==> config.mk <==
export PLATFORM = sky130hd
export DESIGN_NAME = dcld_config_latch
export DESIGN_NICKNAME = d
export VERILOG_FILES = /design/src/verilog/dcld_pkg.sv /design/src/verilog/dcld_config_latch.sv
export SDC_FILE = /design/constraint.sdc
export NUM_CORES = 1
export LEC_CHECK = 0
export BUFFER_PORTS_ARGS = -buffer_cell sky130_fd_sc_hd__buf_2
export CORE_MARGIN = 2
export CORE_UTILIZATION = 40
export CTS_CLUSTER_DIAMETER = 120
export CTS_CLUSTER_SIZE = 12
export DETAILED_ROUTE_END_ITERATION = 10
export SYNTH_ARGS = -nofsm -noshare
export SYNTH_HDL_FRONTEND = slang
export SYNTH_SLANG_ARGS = --single-unit
export TNS_END_PERCENT = 10
==> constraint.sdc <==
create_clock -name ref_clk -period 3.7 [get_ports ref_clk]
set_input_delay 0.555 -clock ref_clk [delete_from_list [all_inputs] [get_ports ref_clk]]
set_output_delay 0.555 -clock ref_clk [all_outputs]
set_load 0.05 [all_outputs]
==> src/verilog/dcld_pkg.sv <==
package dcld_pkg;

    // ---------------------------------------------------------------
    // Register word indices and latch byte count
    // ---------------------------------------------------------------
    localparam logic [5:0] IDX_LATCH0  = 6'h00;
    localparam logic [5:0] IDX_LATCH1  = 6'h01;
    localparam logic [5:0] IDX_LATCH2  = 6'h02;
    localparam logic [5:0] IDX_LATCH3  = 6'h03;
    localparam logic [5:0] IDX_KEY     = 6'h04;
    localparam logic [5:0] IDX_CTRL    = 6'h05;
    localparam logic [5:0] IDX_STATUS  = 6'h06;
    localparam int         LATCH_BYTES = 4;

    // ---------------------------------------------------------------
    // Field positions
    // ---------------------------------------------------------------
    localparam int RSTPIN_BIT   = 7;     // Byte 2
    localparam int DEBUGEN_BIT  = 6;     // Byte 2
    localparam int PORTSEL_LSB  = 4;     // Byte 2, two bits
    localparam int ECC_BIT      = 3;     // Byte 3
    localparam int CTRL_PROT    = 0;
    localparam int CTRL_TEST    = 1;
    localparam int CTRL_SOFTRST = 2;

    // ---------------------------------------------------------------
    // Reset values and constants
    // ---------------------------------------------------------------
    localparam logic [7:0]  LATCH0_RESET  = 8'h00;
    localparam logic [7:0]  LATCH1_RESET  = 8'h00;
    localparam logic [7:0]  LATCH2_RESET  = 8'h50;   // Debug on, 4-wire JTAG
    localparam logic [7:0]  LATCH3_RESET  = 8'h00;   // Spare bytes hold data
    localparam logic [31:0] KEY_RESET     = 32'h0000_0000;
    localparam logic [31:0] LOCK_KEY      = 32'h1234_abcd;  // Arbitrary value
    localparam logic [8:0]  ROW_CODE      = 9'h100;  // 256 code bytes
    localparam logic [8:0]  ROW_FULL      = 9'h120;  // 288 bytes with spare

    // ---------------------------------------------------------------
    // Types
    // ---------------------------------------------------------------
    typedef enum logic [1:0]
    {
        PORT_JTAG5 = 2'h0,
        PORT_JTAG4 = 2'h1,
        PORT_SWD   = 2'h2,
        PORT_OFF   = 2'h3
    } dcld_port_e;

    typedef struct packed
    {
        logic      resetPinSelect;
        logic      debugEnable;
        dcld_port_e debugPortSelect;
        logic      flashEccEnable;
        logic      locked;
    } dcld_cfg_s;

endpackage : dcld_pkg

==> src/verilog/dcld_config_latch.sv <==
// Behaviour
// - Four config latch bytes; bytes 2 and 3 applied on reset exit
// - Reset-pin select: 0 GPIO, 1 external reset
// - Debug port select picks JTAG5/JTAG4/SWD/off
// - Select sets default protocol; gates JTAG entry
// - Debug enable grants debug access port
// - Debug disabled: access only via test mode
// - ECC bit: spare row bytes ECC or data
// - Lock key writable only without flash protection
// - Correct key plus reset locks everything out
// - Locked latch changes again only at asynchronous reset (arst_n)
module dcld_config_latch
#(
    parameter logic RESET_PIN_DEFAULT = 1'b0
)
(
    input  wire logic              ref_clk,
    input  wire logic              arst_n,
    input  wire logic              hsel,
    input  wire logic [31:0]       haddr,
    input  wire logic [1:0]        htrans,
    input  wire logic              hwrite,
    input  wire logic [2:0]        hsize,
    input  wire logic [31:0]       hwdata,
    input  wire logic              hready,
    output logic                   hreadyout,
    output logic [31:0]            hrdata,
    output logic                   hresp,
    input  wire logic              externalResetN,
    output dcld_pkg::dcld_cfg_s    appliedCfg,
    output logic                   sharedPinGpio,
    output logic                   warmResetActive,
    output logic                   jtag5Enable,
    output logic                   jtag4Enable,
    output logic                   swdEnable,
    output logic                   debugAccessGrant,
    output logic                   programAllowed,
    output logic                   jtagProgramEntry,
    output logic                   testModeActive,
    output logic [8:0]             rowLoadBytes
);

    // ---------------------------------------------------------------
    // Bus phase tracking
    // ---------------------------------------------------------------
    typedef enum logic [1:0]
    {
        BUS_IDLE,
        BUS_WRITE,
        BUS_RDWAIT,
        BUS_RDDONE
    } dcld_bus_e;

    dcld_bus_e           busSt_r;
    dcld_bus_e           busSt_nxt;
    logic [5:0]          regIdx_r;
    logic                mapped_r;
    logic                addrAccept;
    logic                wrStrobe;
    logic [31:0]         hrdata_r;

    // ---------------------------------------------------------------
    // Latch storage and applied state
    // ---------------------------------------------------------------
    logic [7:0]          latch_r [dcld_pkg::LATCH_BYTES];
    logic [31:0]         lockKey_r;
    logic                flashProt_r;
    logic                testMode_r;
    logic                startupPend_r;
    logic                captureNow;
    logic                softReset;
    dcld_pkg::dcld_cfg_s cfg_r;
    dcld_pkg::dcld_cfg_s cfgLive;

    // True when a word index hits the given register
    function automatic logic regHit(input logic [5:0] idx, input logic [5:0] target);
        regHit = (idx == target);
    endfunction : regHit

    // ---------------------------------------------------------------
    // AHB-Lite slave
    // ---------------------------------------------------------------

    // Reads insert one wait state; writes complete with none
    // Limitation: hsize is ignored, every access is a word
    // Address phase is taken only when the bus is ready
    assign addrAccept = hsel && hready && htrans[1];
    assign wrStrobe   = (busSt_r == BUS_WRITE) && mapped_r;
    assign hreadyout  = (busSt_r != BUS_RDWAIT);
    assign hresp      = 1'b0;
    assign hrdata     = hrdata_r;

    // Next bus phase
    always_comb
    begin
        busSt_nxt = busSt_r;
        case (busSt_r)
            BUS_IDLE, BUS_WRITE, BUS_RDDONE:
            begin
                if (addrAccept)
                begin
                    busSt_nxt = hwrite ? BUS_WRITE : BUS_RDWAIT;
                end
                else
                begin
                    busSt_nxt = BUS_IDLE;
                end
            end
            BUS_RDWAIT:
            begin
                busSt_nxt = BUS_RDDONE;
            end
            default:
            begin
                busSt_nxt = BUS_IDLE;
            end
        endcase
    end

    // Bus phase register
    always_ff @(posedge ref_clk or negedge arst_n)
    begin
        if (!arst_n)
        begin
            busSt_r <= BUS_IDLE;
        end
        else
        begin
            busSt_r <= busSt_nxt;
        end
    end

    // Address capture; unmapped addresses read zero, writes dropped
    always_ff @(posedge ref_clk or negedge arst_n)
    begin
        if (!arst_n)
        begin
            regIdx_r <= 6'h00;
            mapped_r <= 1'b0;
        end
        else if (addrAccept)
        begin
            regIdx_r <= haddr[7:2];
            mapped_r <= (haddr[31:8] == 24'h00_0000) && (haddr[7:2] <= dcld_pkg::IDX_STATUS);
        end
    end

    // Read data sampled in the wait cycle so a preceding write shows
    always_ff @(posedge ref_clk or negedge arst_n)
    begin
        if (!arst_n)
        begin
            hrdata_r <= 32'h0000_0000;
        end
        else if (busSt_r == BUS_RDWAIT)
        begin
            hrdata_r <= 32'h0000_0000;
            if (mapped_r)
            begin
                if (regIdx_r < 6'(dcld_pkg::LATCH_BYTES))
                begin
                    hrdata_r <= {24'h00_0000, latch_r[regIdx_r[1:0]]};
                end
                else if (regHit(regIdx_r, dcld_pkg::IDX_KEY))
                begin
                    hrdata_r <= lockKey_r;
                end
                else if (regHit(regIdx_r, dcld_pkg::IDX_CTRL))
                begin
                    hrdata_r <= {29'h0000_0000, 1'b0, testMode_r, flashProt_r};
                end
                else
                begin
                    hrdata_r <= {26'h000_0000, cfg_r};
                end
            end
        end
    end

    // ---------------------------------------------------------------
    // Configuration latch bytes
    // ---------------------------------------------------------------

    // Rewrites are stored but only applied at the next capture
    // Latches refuse rewrites once the applied lock is in force
    generate
        for (genvar i = 0; i < dcld_pkg::LATCH_BYTES; i++)
        begin : g_latch
            localparam logic [7:0] RST_VAL =
                (i == 0) ? dcld_pkg::LATCH0_RESET :
                (i == 1) ? dcld_pkg::LATCH1_RESET :
                (i == 2) ? (dcld_pkg::LATCH2_RESET | (8'(RESET_PIN_DEFAULT) << dcld_pkg::RSTPIN_BIT)) :
                dcld_pkg::LATCH3_RESET;
            always_ff @(posedge ref_clk or negedge arst_n)
            begin
                if (!arst_n)
                begin
                    latch_r[i] <= RST_VAL;
                end
                else if (wrStrobe && regHit(regIdx_r, 6'(i)) && !cfg_r.locked)
                begin
                    latch_r[i] <= hwdata[7:0];
                end
            end
        end
    endgenerate

    // ---------------------------------------------------------------
    // Write-once lock latch and protection
    // ---------------------------------------------------------------

    // Once locked the key cannot be rewritten; only arst_n reloads KEY_RESET
    // Key accepted only while unprotected and not yet locked
    always_ff @(posedge ref_clk or negedge arst_n)
    begin
        if (!arst_n)
        begin
            lockKey_r <= dcld_pkg::KEY_RESET;
        end
        else if (wrStrobe && regHit(regIdx_r, dcld_pkg::IDX_KEY)
                 && !flashProt_r
                 && !cfg_r.locked)
        begin
            lockKey_r <= hwdata;
        end
    end

    // Flash protection state; frozen once locked
    always_ff @(posedge ref_clk or negedge arst_n)
    begin
        if (!arst_n)
        begin
            flashProt_r <= 1'b0;
        end
        else if (wrStrobe && regHit(regIdx_r, dcld_pkg::IDX_CTRL) && !cfg_r.locked)
        begin
            flashProt_r <= hwdata[dcld_pkg::CTRL_PROT];
        end
    end

    // Test mode entry by the programmer; never while locked
    always_ff @(posedge ref_clk or negedge arst_n)
    begin
        if (!arst_n)
        begin
            testMode_r <= 1'b0;
        end
        else if (captureNow)
        begin
            testMode_r <= 1'b0;
        end
        else if (wrStrobe && regHit(regIdx_r, dcld_pkg::IDX_CTRL))
        begin
            testMode_r <= hwdata[dcld_pkg::CTRL_TEST] && !cfg_r.locked;
        end
    end

    // ---------------------------------------------------------------
    // Reset capture of the applied configuration
    // ---------------------------------------------------------------

    // Warm reset via shared pin only when the pin is a reset input
    assign warmResetActive = cfg_r.resetPinSelect && !externalResetN;
    assign softReset       = wrStrobe && regHit(regIdx_r, dcld_pkg::IDX_CTRL)
                             && hwdata[dcld_pkg::CTRL_SOFTRST];
    assign captureNow      = startupPend_r || warmResetActive || softReset;

    // Lock is judged on an exact key match, nothing partial
    // Live decode of the latch bytes
    always_comb
    begin
        cfgLive.resetPinSelect  = latch_r[2][dcld_pkg::RSTPIN_BIT];
        cfgLive.debugEnable     = latch_r[2][dcld_pkg::DEBUGEN_BIT];
        cfgLive.debugPortSelect = dcld_pkg::dcld_port_e'(latch_r[2][dcld_pkg::PORTSEL_LSB +: 2]);
        cfgLive.flashEccEnable  = latch_r[3][dcld_pkg::ECC_BIT];
        cfgLive.locked          = (lockKey_r == dcld_pkg::LOCK_KEY);
    end

    // Models the capture that follows power-on
    // First capture one edge after asynchronous reset release
    always_ff @(posedge ref_clk or negedge arst_n)
    begin
        if (!arst_n)
        begin
            startupPend_r <= 1'b1;
        end
        else
        begin
            startupPend_r <= 1'b0;
        end
    end

    // Trade-off: a rewrite costs a reset before it takes effect
    // Applied settings change only at a reset, never on a rewrite
    always_ff @(posedge ref_clk or negedge arst_n)
    begin
        if (!arst_n)
        begin
            cfg_r <= '0;
        end
        else if (captureNow)
        begin
            cfg_r <= cfgLive;
        end
    end

    // ---------------------------------------------------------------
    // Decoded outputs
    // ---------------------------------------------------------------

    // Outputs below decode applied state, except test mode, which is the live register
    // Lock blocks every debug port regardless of the selection
    always_comb
    begin
        jtag5Enable = 1'b0;
        jtag4Enable = 1'b0;
        swdEnable   = 1'b0;
        case (cfg_r.debugPortSelect)
            dcld_pkg::PORT_JTAG5:   jtag5Enable = !cfg_r.locked;
            dcld_pkg::PORT_JTAG4:   jtag4Enable = !cfg_r.locked;
            dcld_pkg::PORT_SWD:     swdEnable   = !cfg_r.locked;
            dcld_pkg::PORT_OFF:     swdEnable   = 1'b0;
            default:                swdEnable   = 1'b0;
        endcase
    end

    // Access port granted by debug enable, or by test mode if clear
    assign debugAccessGrant = (cfg_r.debugEnable || testMode_r)
                              && (jtag5Enable || jtag4Enable || swdEnable);
    assign programAllowed   = debugAccessGrant && !cfg_r.locked;
    assign jtagProgramEntry = programAllowed && (jtag5Enable || jtag4Enable);
    assign testModeActive   = testMode_r;
    assign sharedPinGpio    = !cfg_r.resetPinSelect;
    assign appliedCfg       = cfg_r;

    // Bytes per row the programmer must load
    assign rowLoadBytes = cfg_r.flashEccEnable ? dcld_pkg::ROW_CODE : dcld_pkg::ROW_FULL;

endmodule : dcld_config_latch

# --- Word-level counts from Yosys, hierarchy flattened ---
# Cells that the tools add are included.
word_totals:
  reg_bits: 114
  in_bits: 75
  out_inout_bits: 58
  wordCells: 87
op_classes:
  magnitude_cmp: 3
  n_eq_ne: 12
  n_mux: 16
  n_bitwise: 1
  n_reduce_logical: 38
ops:
  columns: ["op", "count"]
  rows:
  - ["32-bit 2-to-1 mux", 3]
  - ["32-bit by 29-bit equality test with 1-bit output, second input constant", 1]
  - ["24-bit logical NOT", 1]
  - ["1-bit logical AND", 23]
  - ["8-bit binary-select mux with 2-bit select", 1]
  - ["8-bit 2-to-1 mux", 2]
  - ["6-bit by 2-bit equality test with 1-bit output, second input constant", 2]
  - ["6-bit by 3-bit equality test with 1-bit output, second input constant", 2]
  - ["6-bit 2-to-1 mux", 2]
  - ["2-bit equality test, second input constant", 3]
  - ["6-bit by 1-bit equality test with 1-bit output, second input constant", 1]
  - ["6-bit by 3-bit <= comparator with 1-bit output, second input constant", 1]
  - ["6-bit logical NOT", 1]
  - ["6-bit by 3-bit < comparator with 1-bit output, second input constant", 1]
  - ["1-bit logical OR", 5]
  - ["1-bit 2-to-1 mux", 5]
  - ["2-bit by 1-bit equality test with 1-bit output, second input constant", 2]
  - ["1-bit logical NOT", 4]
  - ["2-bit logical NOT", 2]
  - ["2-bit 2-to-1 mux", 2]
  - ["2-bit case mux with 2 select lines", 1]
  - ["3-bit greater-or-equal comparator, second input constant", 1]
  - ["2-bit inverter with 3-bit output", 1]
  - ["3-bit OR reduction", 1]
  - ["other kinds (2)", 2]

# --- Logic depth before layout (Yosys ltp) ---
logic_depth:
  depth_word: 7
  depth_mapped: 8
  depth_no_buf: 4

# --- Least setup slack after synthesis ---
# OpenSTA, ideal clock, no wires.
synth_path:
  kind: "reg-to-output"
  startpoint: "reg cfg_r (netlist bit appliedCfg[3])"
  endpoint: "out swdEnable"
  arrival_time_ps: 2066
  required_time_ps: 3145
  slack_ps: 1079
  path_stages_with_launch: 3
  path_buffers: 1
  path_cell_list: "dfrtp_1 clkbuf_1 nor3b_1"
synth_via:
  elab_chain_cells: 2
synth_lines:
  columns: ["item", "line_no", "source"]
  rows:
  - ["from (decl)", "dcld_config_latch.sv:72", "dcld_pkg::dcld_cfg_s cfg_r;"]
  - ["from (signal assigned)", "dcld_config_latch.sv:303", "cfg_r <= cfgLive;"]
  - ["2-bit equality test", "dcld_config_latch.sv:318", "case (cfg_r.debugPortSelect)"]
  - ["1-bit 2-to-1 mux", "dcld_config_latch.sv:318", null]
  - ["to (decl)", "dcld_config_latch.sv:35", "output logic swdEnable,"]
# No other way between the ends.

# --- Final worst setup path ---
layout_path:
  startpoint: "reg regIdx_r[3]"
  endpoint: "reg lockKey_r[24]"
layout_via:
  elab_chain_cells: 4
layout_lines:
  columns: ["item", "line_no", "source"]
  rows:
  - ["from (decl)", "dcld_config_latch.sv:56", "logic [5:0] regIdx_r;"]
  - ["from (signal assigned)", "dcld_config_latch.sv:143", "regIdx_r <= haddr[7:2];"]
  - ["6-bit by 3-bit equality test with 1-bit output", "dcld_config_latch.sv:77", "regHit = (idx == target);"]
  - ["1-bit logical AND", "dcld_config_latch.sv:220", "else if (wrStrobe && regHit(regIdx_r, dcld_pkg::IDX_KEY)"]
  - ["1-bit logical AND", "dcld_config_latch.sv:221", "&& !flashProt_r"]
  - ["1-bit logical AND", "dcld_config_latch.sv:222", "&& !cfg_r.locked)"]
  - ["to (signal assigned)", "dcld_config_latch.sv:218", "lockKey_r <= dcld_pkg::KEY_RESET;"]
  - ["to (signal assigned)", "dcld_config_latch.sv:224", "lockKey_r <= hwdata;"]
  - ["to (decl)", "dcld_config_latch.sv:66", "logic [31:0] lockKey_r;"]
# No other way between the ends.
# A chain may end at the register's enable or synchronous reset.

==> key figures <==
Route
  – WL final: 12010 um
  – Post-DRT Antenna Nets: 0
  – Wire per inst: 18.34 um
  – Vias: 3432
  – Initial DRC count: 179
  – Vias per cell: 5.240
  – First drt pass iteration count: 4
  – Remaining DRCs: 0

Setup path
  – Critical path class: reg -> reg
  – CP cell instances: or4b_1 > or2_1 > or4_4 > mux2_4
  – Slowest CP cell: or4_4
  – R2R setup slack: 0.93 ns
  – CP max stage delay: just over 0.8 ns
  – Crit path launch type: flip-flop
  – Arrival time worst endpoint: 3.05 ns
  – Element type at the critical path end: flip-flop
  – Worst Path Max Fanout: 32
  – Worst r2r path cells: 4
  – Worst EP required: 3.98 ns

Placement
  – Dpl cells: 623
  – HPWL after DPL: 8210 um
  – Port buffer count: between 100 and 150
  – RePlAce Congestion: between 0.7 and 0.8

Cells and area
  – Final #Nets: 549
  – Share of cells above drive strength 1: 49.90%
  – Area growth syn-to-layout: 26.68%
  – Filler cell count: 1054
  – Fin cells: 655
  – Number of diodes: 0
  – Register area: ~0.0029 mm^2
  – Multi-input logic area: 0.002007 mm^2
  – Final Util: 52.41%

Global route
  – GR Util All Layers: 19.12%
  – Total grt overflow: 0
  – Initial antenna violation count: 1
  – Largest net degree at the start of global routing: between 70 and 80
  – Vias in the first global route: 3649
  – First-pass GRT wire length: 19290 um

Logic synthesis
  – Syn avg cell area: 14.29 um^2
  – Synth top area share: 55.21%
  – Most frequent cell after synthesis: dfrtp_1
  – Largest area contributor in the synthesized netlist: dfrtp_1
  – Dominant cells by area after synthesis: dfrtp_1, mux2_2, mux2_4, a22o_1, mux4_2
  – Top cells by count, synth: dfrtp_1, mux2_2, mux2_4
  – Post-synthesis cell type count: 45
  – Register area share after synthesis: 56.78%
  – Post-synth EDFFs: 0
  – Asr flop ratio synth: 100.0%
  – Synth Flop Type: dfrtp_1
  – Gate Count Post-Synth: 352
  – FF+latch count, synth: 114
  – Syn. warnings: 0
  – Synthesized cell area: ~0.005 mm^2

Pwr
  – Switching part of the total: 26.29%
  – Comb pwr share: 11.4%
  – Max VDD drop: 0.3217 mV
  – Sequential power share: 39.2%
  – PwrDens: approximately 560 mW/mm^2
  – Clock share of power: between 40% and 50%
  – Sw Pwr: about 0.93 mW
  – Total power: roughly 3.5 mW
  – Internal power: 2.608 mW
  – Leak: 3.094 nW

Job
  – Number of max-cap violations: 0

CTS
  – Worst-path clk slew: 0.06 ns
  – Total CTS buffers: 17
  – Clk sink count: about 110
  – CTS tree: yes
  – Worst-Skew Late Latency: 0.41 ns
  – CTS Root Cell: clkbuf_16
  – Postcts setup bufs: 0
  – Hold-fix buffer count after cts: 0
  – Resized cells post-CTS: 0
  – Clock Tree Buf Depth: 2
  – H-tree levels: 4

Floorplanning
  – Num rows: 40
  – Core Region: 0.01216 mm^2
  – Die Y: 116.2 um
  – Number of I/O pins: approximately 130
  – Die ar.: between 0.01 and 0.015 mm^2
  – Die Wd: 116.2 um
  – Initial Util: 41.37%

Timing
  – Setup TNS: 0 ns
  – Final period util: 74.84%
  – Highest clock rate: 361.1 MHz
  – Pin slew with the least headroom to its limit: roughly 0.90 ns
  – Max transition margin: 39.93%
  – Setup violators final: 0
  – Final Hold Vio Count: 0
  – Minimum clock period: 2.769 ns
  – Final slew viol count: 0
  – RSZ-0062 raised after global routing: no
  – Worst Skew: 0.01043 ns

Worst hold path
  – Worst hold path type: in -> async

Run status
  – Status: finished clean
## critical path, delay by kind of cell (launching register included)
kind	cells	cell delay (ns)
DFF	1	0.40
muxes	1	0.40
and+or+nand+nor	3	1.84
## power by group through the flow
stage / logic (mW) / registers [mW] / clock network, mW
4_1_cts: 0.409 / 1.39 / 1.77
5_1_grt: 0.437 / 1.40 / 1.84
2_1_floorplan: 0.281 / 1.38 / 0
6_report: 0.405 / 1.39 / 1.75
3_5_place_dp: 0.406 / 1.41 / 0
3_3_place_gp: 0.400 / 1.40 / 0
## flip-flops by register name, summed over array words and instances (netlist names)
register / flops
appliedCfg: 6
busSt_r: 2
cfgLive: 5
flashProt_r: 1
hrdata: 32
latch_r: 27
lockKey_r: 32
mapped_r: 1
regIdx_r: 6
startupPend_r: 1
testModeActive: 1
## through the flow
stage | instance area, um^2 | hold WS [ns] | worst slack [ns]
2_1_floorplan | 5061 | 0.2594 | 1.079
3_3_place_gp | 5741 | 0.4815 | 0.9655
3_5_place_dp | 5741 | 0.4853 | 0.9497
4_1_cts | 6374 | 0.3068 | 0.9311
5_1_grt | 6374 | 0.3408 | 0.8385
6_report | 6374 | 0.2744 | 0.9310
## final timing paths
path                                 endpoint   startpoint
min in group ref_clk            lockKey_r[11]   hwdata[11]
worst max register to register  lockKey_r[24]  regIdx_r[3]
worst max-delay path            lockKey_r[24]  regIdx_r[3]
worst min-delay path               hrdata[29]       arst_n
worst min register to register     hrdata[25]   hrdata[25]
max in group asynchronous       lockKey_r[24]       arst_n
## area by class of cell
type	count	area share (%)
well taps	168	3.298
inverters	7	0.4122
clock inverters	14	3.200
flip-flops and latches	114	44.82
repair buffers	124	10.05
multi-input cells	210	31.49
clock buffers	18	6.733
## cells by family (layout without fill, tap and decap cells)
kind of cell,Yosys count,count (layout),share of synthesized area [%]
muxes,87,87,23.40
AOI/OAI and AO/OA,47,47,7.535
other,2,10,0.1493
DFF,114,114,56.78
and+or+nand+nor,66,66,8.008
buffers and inverters,36,163,4.128
## placed cells by master (no fill, tap or decap), drive strengths merged, types with 3 or more instances in the layout
cell type	instances
buf	124
dfrtp	111
mux2	75
a22o	24
clkbuf	18
nor2	14
inv	11
conb	10
nor4	9
mux4	8
nand2	7
nor3	5
nand3	4
o21ai	4
a21oi	4
o41ai	4
mux2i	4
bufinv	4
nor3b	3
nor4bb	3
nand4	3
dfstp	3
clkinvlp	3
clkinv	3
or4	3
## metal layers
layer | GRT usage (%) | share of wire [%] | vias to the layer above
met4 | 5.317 | 0.83 | 0
met5 | 0 | 0 | -
met1 | 24.14 | 45 | 1751
li1 | - | - | 1555
met3 | 4.878 | 6.1 | 13
met2 | 32.87 | 48 | 113
Note: power is estimated with default switching activity, not from simulation.
